### src/roll_tlm_pkg.sv
// Shared constants, packet tables and helpers for the roll-sync telemetry link
package roll_tlm_pkg;
	// Clock and serial timing
	localparam int unsigned CLK_HZ = 100_000_000;
	localparam int unsigned CLK_NS = 10;
	localparam int unsigned BAUD_BPS = 38_400;
	localparam int unsigned BIT_CYC = CLK_HZ / BAUD_BPS;
	localparam int unsigned HALF_BIT_CYC = BIT_CYC / 2;
	localparam int unsigned DATA_BITS = 8;
	// Sync pulse shape and gap timeout
	localparam int unsigned PULSE_HIGH_NS = 1000;
	localparam int unsigned PULSE_LOW_NS = 1000;
	localparam int unsigned BURST_GAP_NS = 5000;
	localparam int unsigned PULSE_HIGH_CYC = (PULSE_HIGH_NS + CLK_NS - 1) / CLK_NS;
	localparam int unsigned PULSE_LOW_CYC = (PULSE_LOW_NS + CLK_NS - 1) / CLK_NS;
	localparam int unsigned BURST_GAP_CYC = BURST_GAP_NS / CLK_NS;
	// Roll geometry: one step is 0.1 degree
	localparam real ROLL_STEP_DEG = 0.1;
	localparam logic [11:0] STEPS_PER_SPIN = 12'h0E10;
	localparam logic [11:0] SUN_GUARD_STEPS = 12'h0064;
	localparam logic [2:0] SPINS_PER_CYCLE = 3'h5;
	localparam int unsigned CYCLE_MINUTES = 10;
	// Operating modes
	localparam logic [1:0] MODE_1 = 2'h1;
	localparam logic [1:0] MODE_2 = 2'h2;
	localparam logic [1:0] MODE_3 = 2'h3;
	// Command bytes
	localparam logic [7:0] CMD_SET_MODE1 = 8'h01;
	localparam logic [7:0] CMD_SET_MODE2 = 8'h02;
	localparam logic [7:0] CMD_SET_MODE3 = 8'h03;
	localparam logic [7:0] CMD_DUMP = 8'h04;
	localparam logic [7:0] CMD_MAP_PRIMARY = 8'h05;
	localparam logic [7:0] CMD_MAP_SECONDARY = 8'h06;
	localparam logic [7:0] CMD_SAFE_STEP = 8'h0F;
	// Application identifiers
	localparam logic [7:0] APID_SKY0 = 8'h03;
	localparam logic [7:0] APID_SKY1 = 8'h05;
	localparam logic [7:0] APID_SKY2 = 8'h0E;
	localparam logic [7:0] APID_HIST0 = 8'h12;
	localparam logic [7:0] APID_HIST1 = 8'h14;
	localparam logic [7:0] APID_HIST2 = 8'h17;
	localparam logic [7:0] APID_EVT0 = 8'h22;
	localparam logic [7:0] APID_EVT1 = 8'h24;
	localparam logic [7:0] APID_EVT2 = 8'h27;
	localparam logic [7:0] APID_HK = 8'h28;
	localparam logic [7:0] APID_STATUS = 8'h30;
	localparam logic [7:0] APID_SEC0 = 8'h33;
	localparam logic [7:0] APID_SEC1 = 8'h35;
	localparam logic [7:0] APID_SEC2 = 8'h3E;
	localparam logic [7:0] APID_CAL0 = 8'h43;
	localparam logic [7:0] APID_CAL1 = 8'h45;
	localparam logic [7:0] APID_CAL2 = 8'h4E;
	localparam logic [7:0] APID_DUMP = 8'h00;
	// Packet lengths in bytes, identifier byte included
	localparam logic [15:0] LEN_MAP = 16'hF3E8;
	localparam logic [15:0] LEN_HIST = 16'h0828;
	localparam logic [15:0] LEN_EVT = 16'h1C48;
	localparam logic [15:0] LEN_HK = 16'h962C;
	localparam logic [15:0] LEN_STATUS = 16'h0828;
	localparam logic [15:0] LEN_DUMP = 16'h0100;
	// Buffer shape
	localparam int unsigned FIFO_WIDTH = 8;
	localparam int unsigned FIFO_DEPTH = 4;

	typedef enum logic [2:0] {PK_NONE, PK_MAP, PK_EVT, PK_HIST, PK_HK, PK_STATUS, PK_DUMP}
		pkt_kind_e;

	// Packet at position idx of the list sent in a given spin
	function automatic pkt_kind_e kind_at(input logic [2:0] spin, input logic [1:0] idx);
		pkt_kind_e k;
		k = PK_NONE;
		if (spin < 3'h3) begin
			case (idx)
				2'h0: k = PK_MAP;
				2'h1: k = PK_EVT;
				2'h2: k = PK_HIST;
				default: k = PK_STATUS;
			endcase
		end else if (spin == 3'h3) begin
			k = (idx == 2'h0) ? PK_HK : ((idx == 2'h1) ? PK_STATUS : PK_NONE);
		end else if (idx == 2'h0) begin
			k = PK_STATUS;
		end
		return k;
	endfunction : kind_at

	function automatic logic [7:0] apid_of(input pkt_kind_e k, input logic [1:0] head,
			input logic sec);
		logic [7:0] a;
		a = APID_DUMP;
		case (k)
			PK_MAP: a = sec ? ((head == 2'h0) ? APID_SEC0 : (head == 2'h1) ? APID_SEC1 : APID_SEC2)
				: ((head == 2'h0) ? APID_SKY0 : (head == 2'h1) ? APID_SKY1 : APID_SKY2);
			PK_EVT: a = (head == 2'h0) ? APID_EVT0 : (head == 2'h1) ? APID_EVT1 : APID_EVT2;
			PK_HIST: a = (head == 2'h0) ? APID_HIST0 : (head == 2'h1) ? APID_HIST1 : APID_HIST2;
			PK_HK: a = APID_HK;
			PK_STATUS: a = APID_STATUS;
			default: a = APID_DUMP;
		endcase
		return a;
	endfunction : apid_of

	function automatic logic [15:0] len_of(input pkt_kind_e k);
		logic [15:0] n;
		n = LEN_DUMP;
		case (k)
			PK_MAP: n = LEN_MAP;
			PK_EVT: n = LEN_EVT;
			PK_HIST: n = LEN_HIST;
			PK_HK: n = LEN_HK;
			PK_STATUS: n = LEN_STATUS;
			default: n = LEN_DUMP;
		endcase
		return n;
	endfunction : len_of
endpackage : roll_tlm_pkg

### src/roll_link_if.sv
// Link between data processor and instrument: sync, command and telemetry lines
`timescale 1ns/1ps
`default_nettype none
interface roll_link_if;
	logic sync_line;
	logic cmd_line;
	logic tlm_line;
	modport instr (input sync_line, input cmd_line, output tlm_line);
	modport proc (output sync_line, output cmd_line, input tlm_line);
endinterface : roll_link_if
`default_nettype wire

### src/roll_instrument.sv
// Instrument end: sync decoder, sky map stepping, modes, commands, packet framer
//
// Overview of operation
// - One sync pulse marks each 0.1 degree
// - Double pulse is the nadir marker
// - Triple pulse is the Sun marker
// - Protect heads while Sun near field
// - Advance sky map position per roll pulse
// - Modes 2 and 3 send buffered data
// - Packet transmission starts at nadir marker
// - Sky maps 0x03/0x05/0x0E, 62440 bytes
// - Histograms 0x12/0x14/0x17, 2088 bytes
// - Event counts 0x22/0x24/0x27, 7240 bytes
// - Housekeeping 0x28, 38444 bytes
// - Status 0x30, 2088 bytes
// - Secondary maps 0x33/0x35/0x3E, 62440 bytes
// - Calibration identifiers 0x43/0x45/0x4E reserved
// - Memory dump uses identifier 0x00
// - Spins 0-2: map, events, histogram, status
// - Spin 3 housekeeping+status; spin 4 status
// - Sequence repeats every five spins
// - Serial 38400 bps, 8 bits, no parity
// - Orbit volume bounded by fixed sequence
// - Instrument controlled only by link commands
// - Safe command steps mode down by one
`timescale 1ns/1ps
`default_nettype none

// Byte FIFO; ready and valid are registered so the source sees back-pressure
module byte_fifo #(
	parameter int unsigned WIDTH = 8,
	parameter int unsigned DEPTH = 4
) (
	input wire logic clk,
	input wire logic rstn,
	input wire logic [WIDTH-1:0] in_data,
	input wire logic in_valid,
	output logic in_ready,
	output logic [WIDTH-1:0] out_data,
	output logic out_valid,
	input wire logic out_ready
);
	localparam int unsigned AW = $clog2(DEPTH);
	logic [WIDTH-1:0] mem [DEPTH];
	logic [AW-1:0] wptr_reg;
	logic [AW-1:0] rptr_reg;
	logic [AW:0] count_reg;
	logic [AW:0] count_next;
	logic in_ready_reg;
	logic out_valid_reg;
	wire push = in_valid & in_ready_reg;
	wire pop = out_valid_reg & out_ready;

	// Depth must be a power of two so the pointers wrap naturally
	assign count_next = count_reg + {{AW{1'b0}}, push} - {{AW{1'b0}}, pop};
	assign in_ready = in_ready_reg;
	assign out_valid = out_valid_reg;
	assign out_data = mem[rptr_reg];

	// Storage
	always_ff @(posedge clk) begin
		if (push) begin
			mem[wptr_reg] <= in_data;
		end
	end

	// Pointers and flags
	always_ff @(posedge clk or negedge rstn) begin
		if (!rstn) begin
			wptr_reg <= '0;
			rptr_reg <= '0;
			count_reg <= '0;
			in_ready_reg <= 1'b0;
			out_valid_reg <= 1'b0;
		end else begin
			wptr_reg <= wptr_reg + AW'(push);
			rptr_reg <= rptr_reg + AW'(pop);
			count_reg <= count_next;
			in_ready_reg <= (count_next != (AW + 1)'(DEPTH));
			out_valid_reg <= (count_next != '0);
		end
	end
endmodule : byte_fifo

// Serial transmitter: start bit, eight data bits LSB first, stop bit
module serial_tx (
	input wire logic clk,
	input wire logic rstn,
	input wire logic [7:0] data,
	input wire logic valid,
	output logic ready,
	output logic line
);
	import roll_tlm_pkg::*;
	logic busy_reg;
	logic ready_reg;
	logic line_reg;
	logic [8:0] shift_reg;
	logic [3:0] bits_reg;
	logic [11:0] cnt_reg;
	wire bit_end = (cnt_reg == 12'h000);

	assign ready = ready_reg;
	assign line = line_reg;

	// Bit timing is the integer divide of the clock, within 0.02 percent
	always_ff @(posedge clk or negedge rstn) begin
		if (!rstn) begin
			busy_reg <= 1'b0;
			ready_reg <= 1'b1;
			line_reg <= 1'b1;
			shift_reg <= '0;
			bits_reg <= '0;
			cnt_reg <= '0;
		end else if (!busy_reg) begin
			if (valid) begin
				busy_reg <= 1'b1;
				ready_reg <= 1'b0;
				line_reg <= 1'b0;
				shift_reg <= {1'b1, data};
				bits_reg <= 4'(DATA_BITS + 1);
				cnt_reg <= 12'(BIT_CYC - 1);
			end
		end else if (bit_end) begin
			cnt_reg <= 12'(BIT_CYC - 1);
			if (bits_reg == 4'h0) begin
				busy_reg <= 1'b0;
				ready_reg <= 1'b1;
			end else begin
				line_reg <= shift_reg[0];
				shift_reg <= {1'b1, shift_reg[8:1]};
				bits_reg <= bits_reg - 4'h1;
			end
		end else begin
			cnt_reg <= cnt_reg - 12'h001;
		end
	end
endmodule : serial_tx

// Serial receiver; a broken stop bit raises err instead of valid
module serial_rx (
	input wire logic clk,
	input wire logic rstn,
	input wire logic line,
	output logic [7:0] data,
	output logic valid,
	output logic err
);
	import roll_tlm_pkg::*;
	logic busy_reg;
	logic [3:0] bits_reg;
	logic [11:0] cnt_reg;
	logic [7:0] shift_reg;
	logic [7:0] data_reg;
	logic valid_reg;
	logic err_reg;

	assign data = data_reg;
	assign valid = valid_reg;
	assign err = err_reg;

	// Sample mid-bit; a start bit that is gone at mid-bit is a glitch
	always_ff @(posedge clk or negedge rstn) begin
		if (!rstn) begin
			busy_reg <= 1'b0;
			bits_reg <= '0;
			cnt_reg <= '0;
			shift_reg <= '0;
			data_reg <= '0;
			valid_reg <= 1'b0;
			err_reg <= 1'b0;
		end else begin
			valid_reg <= 1'b0;
			err_reg <= 1'b0;
			if (!busy_reg) begin
				if (!line) begin
					busy_reg <= 1'b1;
					bits_reg <= 4'h0;
					cnt_reg <= 12'(HALF_BIT_CYC - 1);
				end
			end else if (cnt_reg != 12'h000) begin
				cnt_reg <= cnt_reg - 12'h001;
			end else begin
				cnt_reg <= 12'(BIT_CYC - 1);
				bits_reg <= bits_reg + 4'h1;
				if (bits_reg == 4'h0 && line) begin
					busy_reg <= 1'b0;
				end else if (bits_reg == 4'(DATA_BITS + 1)) begin
					busy_reg <= 1'b0;
					data_reg <= shift_reg;
					valid_reg <= line;
					err_reg <= ~line;
				end else if (bits_reg != 4'h0) begin
					shift_reg <= {line, shift_reg[7:1]};
				end
			end
		end
	end
endmodule : serial_rx

module roll_instrument #(
	parameter int unsigned GAP_CYC = roll_tlm_pkg::BURST_GAP_CYC
) (
	input wire logic CLK,
	input wire logic RSTN,
	roll_link_if.instr LINK,
	input wire logic [roll_tlm_pkg::FIFO_WIDTH-1:0] DATA_IN,
	input wire logic DATA_VALID,
	output logic DATA_READY,
	output logic [1:0] MODE,
	output logic [11:0] MAP_POS,
	output logic MAP_STEP,
	output logic NADIR_SEEN,
	output logic SUN_SEEN,
	output logic SUN_PROTECT,
	output logic [2:0] SPIN,
	output logic PKT_ACTIVE,
	output logic [7:0] PKT_APID
);
	import roll_tlm_pkg::*;
	typedef enum logic [1:0] {ST_IDLE, ST_LOAD, ST_HDR, ST_BODY} frame_state_e;

	logic sync_d_reg;
	logic [1:0] pulses_reg;
	logic [15:0] gap_reg;
	logic step_reg, nadir_reg, sun_reg;
	logic [11:0] pos_reg, sun_pos_reg;
	logic sun_known_reg, protect_reg;
	logic [1:0] mode_reg;
	logic sec_reg, dump_pend_reg;
	logic [2:0] spin_reg, list_spin_reg;
	logic [1:0] idx_reg;
	logic dump_run_reg;
	frame_state_e state_reg;
	logic [7:0] apid_reg;
	logic [15:0] left_reg;
	logic active_reg;
	logic [7:0] cmd_byte;
	logic cmd_valid;
	logic [7:0] fifo_data;
	logic fifo_valid;
	logic tx_ready;
	logic tlm_line;

	// Burst decode: pulses counted until no new rising edge follows the last one within the gap timeout
	wire sync_rise = LINK.sync_line & ~sync_d_reg;
	wire burst_end = (gap_reg == 16'h0001);
	wire [1:0] pulses_now = pulses_reg;
	wire [11:0] pos_inc = (pos_reg == STEPS_PER_SPIN - 12'h001) ? 12'h000 : pos_reg + 12'h001;
	wire [11:0] sun_diff = (pos_reg >= sun_pos_reg) ? pos_reg - sun_pos_reg
		: pos_reg + STEPS_PER_SPIN - sun_pos_reg;
	wire near_sun = sun_known_reg &&
		(sun_diff <= SUN_GUARD_STEPS || sun_diff >= STEPS_PER_SPIN - SUN_GUARD_STEPS);
	wire [2:0] spin_inc = (spin_reg == SPINS_PER_CYCLE - 3'h1) ? 3'h0 : spin_reg + 3'h1;
	wire science_mode = (mode_reg == MODE_2) || (mode_reg == MODE_3);
	wire pkt_kind_e next_kind = dump_run_reg ? PK_DUMP : kind_at(list_spin_reg, idx_reg);
	wire [1:0] head = list_spin_reg[1:0];
	wire tx_valid = (state_reg == ST_HDR) || (state_reg == ST_BODY && fifo_valid);
	wire [7:0] tx_data = (state_reg == ST_HDR) ? apid_reg : fifo_data;
	wire fifo_take = (state_reg == ST_BODY) && tx_ready;
	wire tx_fire = tx_valid && tx_ready;

	byte_fifo #(.WIDTH(FIFO_WIDTH), .DEPTH(FIFO_DEPTH)) u_fifo (
		.clk(CLK), .rstn(RSTN), .in_data(DATA_IN), .in_valid(DATA_VALID), .in_ready(DATA_READY),
		.out_data(fifo_data), .out_valid(fifo_valid), .out_ready(fifo_take)
	);

	serial_tx u_tx (
		.clk(CLK), .rstn(RSTN), .data(tx_data), .valid(tx_valid), .ready(tx_ready),
		.line(tlm_line)
	);

	serial_rx u_rx (
		.clk(CLK), .rstn(RSTN), .line(LINK.cmd_line), .data(cmd_byte), .valid(cmd_valid),
		.err()
	);

	assign LINK.tlm_line = tlm_line;
	assign MODE = mode_reg;
	assign MAP_POS = pos_reg;
	assign MAP_STEP = step_reg;
	assign NADIR_SEEN = nadir_reg;
	assign SUN_SEEN = sun_reg;
	assign SUN_PROTECT = protect_reg;
	assign SPIN = spin_reg;
	assign PKT_ACTIVE = active_reg;
	assign PKT_APID = apid_reg;

	// Sync burst classifier; a fourth pulse saturates and reads as a Sun marker
	always_ff @(posedge CLK or negedge RSTN) begin
		if (!RSTN) begin
			sync_d_reg <= 1'b0;
			pulses_reg <= '0;
			gap_reg <= '0;
			step_reg <= 1'b0;
			nadir_reg <= 1'b0;
			sun_reg <= 1'b0;
		end else begin
			sync_d_reg <= LINK.sync_line;
			step_reg <= burst_end && pulses_now == 2'h1;
			nadir_reg <= burst_end && pulses_now == 2'h2;
			sun_reg <= burst_end && pulses_now == 2'h3;
			if (sync_rise) begin
				gap_reg <= 16'(GAP_CYC);
				pulses_reg <= (pulses_reg == 2'h3) ? 2'h3 : pulses_reg + 2'h1;
			end else if (gap_reg != 16'h0000) begin
				gap_reg <= gap_reg - 16'h0001;
				if (burst_end) begin
					pulses_reg <= 2'h0;
				end
			end
		end
	end

	// Map position: steps on each roll pulse, zeroed at nadir
	always_ff @(posedge CLK or negedge RSTN) begin
		if (!RSTN) begin
			pos_reg <= '0;
			sun_pos_reg <= '0;
			sun_known_reg <= 1'b0;
			protect_reg <= 1'b0;
		end else begin
			if (nadir_reg) begin
				pos_reg <= 12'h000;
			end else if (step_reg) begin
				pos_reg <= pos_inc;
			end
			if (sun_reg) begin
				sun_pos_reg <= pos_reg;
				sun_known_reg <= 1'b1;
			end
			protect_reg <= near_sun || sun_reg;
		end
	end

	// Command decode; unknown bytes are ignored
	always_ff @(posedge CLK or negedge RSTN) begin
		if (!RSTN) begin
			mode_reg <= MODE_1;
			sec_reg <= 1'b0;
			dump_pend_reg <= 1'b0;
		end else begin
			if (cmd_valid) begin
				case (cmd_byte)
					CMD_SET_MODE1: mode_reg <= MODE_1;
					CMD_SET_MODE2: mode_reg <= MODE_2;
					CMD_SET_MODE3: mode_reg <= MODE_3;
					CMD_MAP_PRIMARY: sec_reg <= 1'b0;
					CMD_MAP_SECONDARY: sec_reg <= 1'b1;
					CMD_SAFE_STEP: mode_reg <= (mode_reg == MODE_1) ? MODE_1 : mode_reg - 2'h1;
					default: mode_reg <= mode_reg;
				endcase
			end
			// A new request in the cycle the dump starts is kept
			if (cmd_valid && cmd_byte == CMD_DUMP) begin
				dump_pend_reg <= 1'b1;
			end else if (state_reg == ST_IDLE && dump_pend_reg && !nadir_reg) begin
				dump_pend_reg <= 1'b0;
			end
		end
	end

	// Spin counter; the packet list follows it round the five-spin cycle
	always_ff @(posedge CLK or negedge RSTN) begin
		if (!RSTN) begin
			spin_reg <= '0;
		end else if (nadir_reg) begin
			spin_reg <= spin_inc;
		end
	end

	// Packet framer; a nadir marker while busy does not restart the list
	always_ff @(posedge CLK or negedge RSTN) begin
		if (!RSTN) begin
			state_reg <= ST_IDLE;
			list_spin_reg <= '0;
			idx_reg <= '0;
			dump_run_reg <= 1'b0;
			apid_reg <= '0;
			left_reg <= '0;
			active_reg <= 1'b0;
		end else begin
			case (state_reg)
				ST_IDLE: begin
					idx_reg <= 2'h0;
					if (nadir_reg && science_mode) begin
						list_spin_reg <= spin_reg;
						dump_run_reg <= 1'b0;
						state_reg <= ST_LOAD;
					end else if (dump_pend_reg && !nadir_reg) begin
						dump_run_reg <= 1'b1;
						state_reg <= ST_LOAD;
					end
				end
				ST_LOAD: begin
					// Spin list and identifiers
					// Same mapping covers the rest
					// Calibration identifiers are never selected
					if (next_kind == PK_NONE || (!dump_run_reg && !science_mode)) begin
						state_reg <= ST_IDLE;
					end else begin
						apid_reg <= apid_of(next_kind, head, sec_reg);
						left_reg <= len_of(next_kind) - 16'h0001;
						state_reg <= ST_HDR;
						active_reg <= 1'b1;
					end
				end
				ST_HDR: begin
					if (tx_fire) begin
						state_reg <= ST_BODY;
					end
				end
				ST_BODY: begin
					if (tx_fire) begin
						left_reg <= left_reg - 16'h0001;
						if (left_reg == 16'h0001) begin
							// Fixed list keeps each orbit within its volume
							// Status closes a four-packet spin; stop before the index wraps
							state_reg <= (dump_run_reg || idx_reg == 2'h3) ? ST_IDLE : ST_LOAD;
							idx_reg <= idx_reg + 2'h1;
							active_reg <= 1'b0;
						end
					end
				end
				default: begin
					state_reg <= ST_IDLE;
					active_reg <= 1'b0;
				end
			endcase
		end
	end
endmodule : roll_instrument
`default_nettype wire

### src/flat_wrapper.sv
// flat-port wrapper written by rule: the top's interface ports become plain ports
module roll_instrument_flat import roll_tlm_pkg::*;
#(
	parameter int unsigned GAP_CYC = roll_tlm_pkg::BURST_GAP_CYC
)
  (CLK, RSTN, DATA_IN, DATA_VALID, DATA_READY, MODE, MAP_POS, MAP_STEP, NADIR_SEEN, SUN_SEEN, SUN_PROTECT, SPIN, PKT_ACTIVE, PKT_APID, LINK_sync_line, LINK_cmd_line, LINK_tlm_line);
  roll_link_if LINK_i ();
  input wire logic CLK;
  input wire logic RSTN;
  input wire logic [roll_tlm_pkg::FIFO_WIDTH-1:0] DATA_IN;
  input wire logic DATA_VALID;
  output logic DATA_READY;
  output logic [1:0] MODE;
  output logic [11:0] MAP_POS;
  output logic MAP_STEP;
  output logic NADIR_SEEN;
  output logic SUN_SEEN;
  output logic SUN_PROTECT;
  output logic [2:0] SPIN;
  output logic PKT_ACTIVE;
  output logic [7:0] PKT_APID;
  input wire logic [$bits(LINK_i.sync_line)-1:0] LINK_sync_line;
  input wire logic [$bits(LINK_i.cmd_line)-1:0] LINK_cmd_line;
  output wire logic [$bits(LINK_i.tlm_line)-1:0] LINK_tlm_line;
  assign LINK_i.sync_line = LINK_sync_line;
  assign LINK_i.cmd_line = LINK_cmd_line;
  assign LINK_tlm_line = LINK_i.tlm_line;
  roll_instrument #(.GAP_CYC(GAP_CYC)) u_core (.CLK(CLK), .RSTN(RSTN), .LINK(LINK_i), .DATA_IN(DATA_IN), .DATA_VALID(DATA_VALID), .DATA_READY(DATA_READY), .MODE(MODE), .MAP_POS(MAP_POS), .MAP_STEP(MAP_STEP), .NADIR_SEEN(NADIR_SEEN), .SUN_SEEN(SUN_SEEN), .SUN_PROTECT(SUN_PROTECT), .SPIN(SPIN), .PKT_ACTIVE(PKT_ACTIVE), .PKT_APID(PKT_APID));
endmodule
### config.mk
export PLATFORM = sky130hd
export DESIGN_NAME = roll_instrument_flat
export DESIGN_NICKNAME = d
export VERILOG_FILES = /design/src/roll_tlm_pkg.sv /design/src/roll_link_if.sv /design/src/roll_instrument.sv /design/src/flat_wrapper.sv
export SDC_FILE = /design/constraint.sdc
export NUM_CORES = 1
export LEC_CHECK = 0
export ABC_AREA = 1
export ABC_CLOCK_PERIOD_IN_PS = 6650
export BUFFER_PORTS_ARGS = -buffer_cell sky130_fd_sc_hd__buf_2
export CORE_UTILIZATION = 36
export DETAILED_ROUTE_END_ITERATION = 10
export HOLD_SLACK_MARGIN = 0.08
export SYNTH_ARGS = -nofsm -noshare
export SYNTH_HDL_FRONTEND = slang
export SYNTH_SLANG_ARGS = --single-unit
### constraint.sdc
create_clock -name CLK -period 6.65 [get_ports CLK]
set_input_delay 1.33 -clock CLK [delete_from_list [all_inputs] [get_ports CLK]]
set_output_delay 1.33 -clock CLK [all_outputs]
set_load 0.01 [all_outputs]
# [Yosys cells after proc, flatten, opt, wreduce, memory -nomap -nowiden]
# Memories as Yosys holds them, arrays and structs flattened.
# Cells that the tools add are included.
# W data, S select, Z words.
[word_totals] ramBits=32 word_cells=268 in_bits=13 memories=1 reg_bits=159
[memory_table] memory="u_core.u_fifo.mem" depth=4 word_bits=8 rd=1 rd_clocked_by_memory_dff=0 wr=1 line_no="roll_instrument.sv:44" rtl="logic [WIDTH-1:0] mem [DEPTH];"
[op_classes] reduce_logical=60 add_sub_neg=19 order_cmp=4 eq_ne=42 n_bitwise=8 n_mux=96
[op_table] cell="$mux W12" n=10
[op_table] cell="$mux W16" n=6
[op_table] cell="$pmux W16 S4" n=1
[op_table] cell="$mux W8" n=6
[op_table] cell="$sub A16 B1 Y16 const B" n=3
[op_table] cell="$pmux W8 S5" n=1
[op_table] cell="$mux W4" n=9
[op_table] cell="$mux W9" n=4
[op_table] cell="$eq A16 B1 Y1 const B" n=2
[op_table] cell="$pmux W16 S2" n=1
[op_table] cell="$mux W1" n=30
[op_table] cell="$mux W2" n=15
[op_table] cell="$eq A8 B3 Y1 const B" n=3
[op_table] cell="$sub A12 B1 Y12 const B" n=2
[op_table] cell="$sub A12 B12 Y12" n=2
[op_table] cell="$mux W3" n=7
[op_table] cell="$reduce_bool A2 Y1" n=9
[op_table] cell="$eq A2 B2 Y1 const B" n=8
[op_table] cell="$eq A8 B2 Y1 const B" n=2
[op_table] cell="$pmux W2 S4" n=2
[op_table] cell="$reduce_bool A16 Y1" n=1
[op_table] cell="$logic_and A1 B1 Y1" n=14
[op_table] cell="$reduce_and A2 Y1" n=7
[op_table] cell="$add A12 B1 Y12 const B" n=1
[op_table] cell="42 further kinds" n=83

# [Longest topological paths before layout]
[logic_depth] depth_word=14 depth_mapped=21 depth_no_buf=21

# [Cells and area by module]
# A second synthesis with hierarchy kept.
[unflattened] cells_unflattened=1508 area_unflattened_um2=11591.1
[modules_own_cells] mod="roll_instrument" cells_per_inst=926 area_each_um2=6434.9 instances=1 seq_area_each_um2=2153.3
[modules_own_cells] mod="serial_rx" cells_per_inst=241 area_each_um2=1886.8 instances=1 seq_area_each_um2=875.8
[modules_own_cells] mod="byte_fifo" cells_per_inst=135 area_each_um2=1679.1 instances=1 seq_area_each_um2=1186.1
[modules_own_cells] mod="serial_tx" cells_per_inst=206 area_each_um2=1590.3 instances=1 seq_area_each_um2=703.2

# [Worst setup path after synthesis]
# OpenSTA, ideal clock, no wires.
[synth_timing] kind="input -> register" from="input DATA_VALID" to="register u_core.u_fifo.out_valid_reg, in the netlist u_core.u_fifo.out_valid" slack_ps=3810 stages=9 arrival_time_ps=2713 n_path_buf=0 cell_sequence="nand2_1 -> ha_1 -> inv_1 -> ha_1 -> inv_1 -> fa_1 -> xnor2_1 -> xnor2_1 -> nand3b_1"
[synth_via] elab_chain_len=4
[synth_rtl] item="from (decl)" line_no="flat_wrapper.sv:11" rtl="input wire logic DATA_VALID;"
[synth_rtl] item="$and A1 B1 Y1" line_no="roll_instrument.sv:51" rtl="wire push = in_valid & in_ready_reg;"
[synth_rtl] item="$add A3 B1 Y3" line_no="roll_instrument.sv:55" rtl="assign count_next = count_reg + {{AW{1'b0}}, push} - {{AW{1'b0}}, pop};"
[synth_rtl] item="$sub A3 B1 Y3" line_no="roll_instrument.sv:55"
[synth_rtl] item="via u_core.u_fifo.count_next[2]" line_no="roll_instrument.sv:48" rtl="logic [AW:0] count_next;"
[synth_rtl] item="$reduce_bool A3 Y1" line_no="roll_instrument.sv:80" rtl="out_valid_reg <= (count_next != '0);"
[synth_rtl] item="to (signal assigned)" line_no="roll_instrument.sv:80"
[synth_rtl] item="to (decl)" line_no="roll_instrument.sv:50" rtl="logic out_valid_reg;"
# The timed path passes the listed nets, and every way through them passes these cells.
# A chain may end at the register's enable or synchronous reset.

# [Worst setup path in the final report]
[layout_timing] from="input LINK_sync_line" to="register u_core.gap_reg[13]"
[layout_via] elab_chain_len=2
[layout_rtl] item="from (decl)" line_no="flat_wrapper.sv:22" rtl="input wire logic [$bits(LINK_i.sync_line)-1:0] LINK_sync_line;"
[layout_rtl] item="$and A1 B1 Y1 (*)" line_no="roll_instrument.sv:246" rtl="wire sync_rise = LINK.sync_line & ~sync_d_reg;"
[layout_rtl] item="$mux W16 or $reduce_bool A2 Y1 (tied branches)"
[layout_rtl] item="to (signal assigned)" line_no="roll_instrument.sv:304" rtl="gap_reg <= 16'(GAP_CYC);"
[layout_rtl] item="to (signal assigned)" line_no="roll_instrument.sv:307" rtl="gap_reg <= gap_reg - 16'h0001;"
[layout_rtl] item="to (decl)" line_no="roll_instrument.sv:225" rtl="logic [15:0] gap_reg;"
# Every way passes the cells marked *; elsewhere a longest branch is shown, timed or not.

==> flow_metrics.env <==
export IMPL_status="completed"
export IMPL_powerDensity_nw_per_um2=228
export IMPL_initial_utilization=0.370
export IMPL_die_area_um2=30400
export IMPL_tightest_slew_ns=1.01
export IMPL_postCtsSetupBuffers=0
export IMPL_crit_arrival_ns=3.26
export IMPL_syn_area_um2=10700
export IMPL_whs_path_depth=1
export IMPL_drc_errors=0
export IMPL_seq_power_share=0.495
export IMPL_hold_buffers=0
export IMPL_portBuffers=42
export IMPL_ctsHtreeMaxLevel=4
export IMPL_finalMaxSlewViolations=0
export IMPL_grt_use_met3=0.0256
export IMPL_ant_nets=0
export IMPL_drive_gt1_frac=0.0964
export IMPL_final_cells=1743
export IMPL_root_buffer="clkbuf_16"
export IMPL_ys_seq_area_frac=0.457
export IMPL_rr_endpoint="u_core.SUN_PROTECT$_DFF_PN0_"
export IMPL_p_leak_nw=5.84
export IMPL_criticalPathCategory="in2reg"
export IMPL_boundaryPins=45
export IMPL_hpwl_um=16500
export IMPL_path_clk_slew_ns=0.08
export IMPL_hold_start="u_core.sun_known_reg$_DFFE_PN0P_"
export IMPL_fmax_ghz=0.336
export IMPL_clock_latency_ns=0.45
export IMPL_first_global_vias=8091
export IMPL_cp_startpoint="LINK_sync_line"
export IMPL_clock_skew_ns=0.0185
export IMPL_maxSlewHeadroom=0.328
export IMPL_p_clk_frac=0.402
export IMPL_final_nets=1420
export IMPL_design_power_total_w=0.00273
export IMPL_synth_area_per_cell_um2=8.25
export IMPL_drt_iter0_markers=484
export IMPL_fp_coreArea_um2=28900
export IMPL_fp_dieW_um=174
export IMPL_cts_inserted_buffers=17
export IMPL_cp_required_ns=6.93
export IMPL_grt_use_total=0.155
export IMPL_grt_overflow_total=0
export IMPL_use_met2=0.252
export IMPL_dp_cells=1711
export IMPL_tns_ns=0
export IMPL_viasPerCell=4.80
export IMPL_met1_usage=0.213
export IMPL_die_y_um=174
export IMPL_place_area_um2=11300
export IMPL_setup_viol=0
export IMPL_path_max_fanout=11
export IMPL_p_comb_frac=0.103
export IMPL_min_period_ns=2.98
export IMPL_p_int_w=0.00193
export IMPL_ys_seq_elements=189
export IMPL_r2r_start="u_core.MAP_POS[0]$_DFFE_PN0P_"
export IMPL_reg2reg_depth=19
export IMPL_clock_path_buffers=2
export IMPL_grt_max_degree=106
export IMPL_num_rows=62
export IMPL_post_route_period_util=0.448
export IMPL_vias=8362
export IMPL_irDropWorstVdd_mv=0.159
export IMPL_cap_violations=0
export IMPL_ys_warnings_count=0
export IMPL_cts_resized=0
export IMPL_synth_flop_cell="dfrtp_1"
export IMPL_async_reset_ff_frac=0.831
export IMPL_cts_sinks=189
export IMPL_route_detailed_wl_per_inst_um=12.9
export IMPL_startpoint_type="primary input"
export IMPL_syn_to_final_growth_pct=12.1
export IMPL_end_kind="flop"
export IMPL_firstDrtPassIters=5
export IMPL_final_area_um2=12000
export IMPL_routabilityCongestion=0.832
export IMPL_antennaDiodeCount=0
export IMPL_switching_share=0.292
export IMPL_synth_edff_count=32
export IMPL_drt_wl_total_um=22400
export IMPL_hold_path_end="u_core.sun_known_reg$_DFFE_PN0P_"
export IMPL_r2r_slack_ns=3.81
export IMPL_p_switching_w=0.000796
export IMPL_antenna_found_initial=0
export IMPL_hold_viol=0
export IMPL_grt_setup_unrepaired="no"
export IMPL_finish_utilization=0.414
export IMPL_cts_tree="done"
export IMPL_grt_busiest_layer="met2"
export IMPL_hold_path_class="reg2reg"
export IMPL_yosysUniqueCellTypes=58
export IMPL_syn_inst=1297
export IMPL_largest_reg_flops=32
export IMPL_nFillCells=2921
export IMPL_grt_pass1_wl_um=38700
==> worst max path at each step <==
stage	endpoint	slack [ns]	depth (start not counted)
after floorplan	u_core.u_fifo.out_valid$_DFF_PN0_	3.81	9
final	u_core.gap_reg[13]$_DFFE_PN0P_	3.67	10
after global routing	u_core.gap_reg[13]$_DFFE_PN0P_	3.36	10
after CTS	u_core.gap_reg[13]$_DFFE_PN0P_	3.61	10
after detailed placement	u_core.gap_reg[13]$_DFFE_PN0P_	3.13	10
after global placement	u_core.gap_reg[13]$_DFFE_PN0P_	3.24	10
==> cell usage in the layout, fill, tap and decap left out, drive strengths merged, types with 11 or more instances in the layout <==
cell,n
nor2,142
ha,51
buf,49
mux2,11
clkbuf,17
xor2,22
nand2,274
xnor2,11
inv,206
a21oi,50
nand4,16
nor3,29
nand3,70
a31oi,14
edfxtp,32
o22ai,16
dfrtp,154
o21ai,124
==> cell families after synthesis <==
logic type / after synthesis / synth area share
buffers and inverters: 220 / 0.0809
other: 1 / 0.000350
XOR/XNOR: 33 / 0.0277
flip-flops: 189 / 0.457
adder cells (fa/ha/maj): 61 / 0.0783
AND/OR/NAND/NOR: 546 / 0.219
multiplexers: 11 / 0.0116
AO/OA/AOI/OAI: 236 / 0.125
==> per-layer routing <==
metal	share of wire	vias to the layer above
met5	0	-
met4	0.0095	0
met3	0.023	15
met2	0.47	89
met1	0.49	3921
li1	-	4337
==> power by group through the flow <==
stage	Combinational (W)	Clock (W)	Sequential, W
6_report	0.000282	0.00110	0.00135
5_1_grt	0.000327	0.00117	0.00136
4_1_cts	0.000289	0.00113	0.00135
3_5_place_dp	0.000290	0	0.00137
3_3_place_gp	0.000281	0	0.00137
2_1_floorplan	0.000205	0	0.00136
==> final cells by class <==
cell class	instances	area, um2	share of cell area
clock buffers	17	425	0.0355
clock inverters	15	229	0.0191
inverters	200	751	0.0626
multi-input cells	889	4940	0.412
flip-flops and latches	189	4890	0.408
well taps	384	480	0.0401
repair buffers	49	269	0.0224
==> stage by stage <==
stage | hold slack (ns) | worst slack, ns
2_1_floorplan | 0.434 | 3.81
3_3_place_gp | 0.455 | 3.24
3_5_place_dp | 0.457 | 3.13
4_1_cts | 0.477 | 3.61
5_1_grt | 0.502 | 3.36
6_report | 0.472 | 3.67
==> cell usage after synthesis, drive strengths merged (4+ instances only) <==
library cell    n  area share
a21oi          50       0.024
a22oi           5      0.0040
ha             51       0.060
nor3           29       0.015
buf             9      0.0065
nand2         274       0.099
inv           197       0.069
o221ai          4      0.0039
nand4          16      0.0094
o211ai          4      0.0028
o21ai         124       0.058
clkbuf         11      0.0042
xor2           22       0.019
xnor2          11      0.0090
a31oi          14      0.0082
or2             7      0.0041
nor4            5      0.0029
dfrtp         154        0.36
fa             10       0.019
o22ai          16      0.0094
nand3          70       0.034
mux2           11       0.012
edfxtp         32       0.090
nor2          142       0.053
==> worst max-delay path, stage by stage <==
cell and delay [ns]:
buf_2 0.09, inv_1 0.03, nor2_1 0.58, clkinv_1 0.45
nand3_1 0.21, inv_1 0.08, nor2_1 0.16, nand2_1 0.09
o21ai_0 0.16, a21oi_1 0.08
Power figures use the tool's default switching activity.
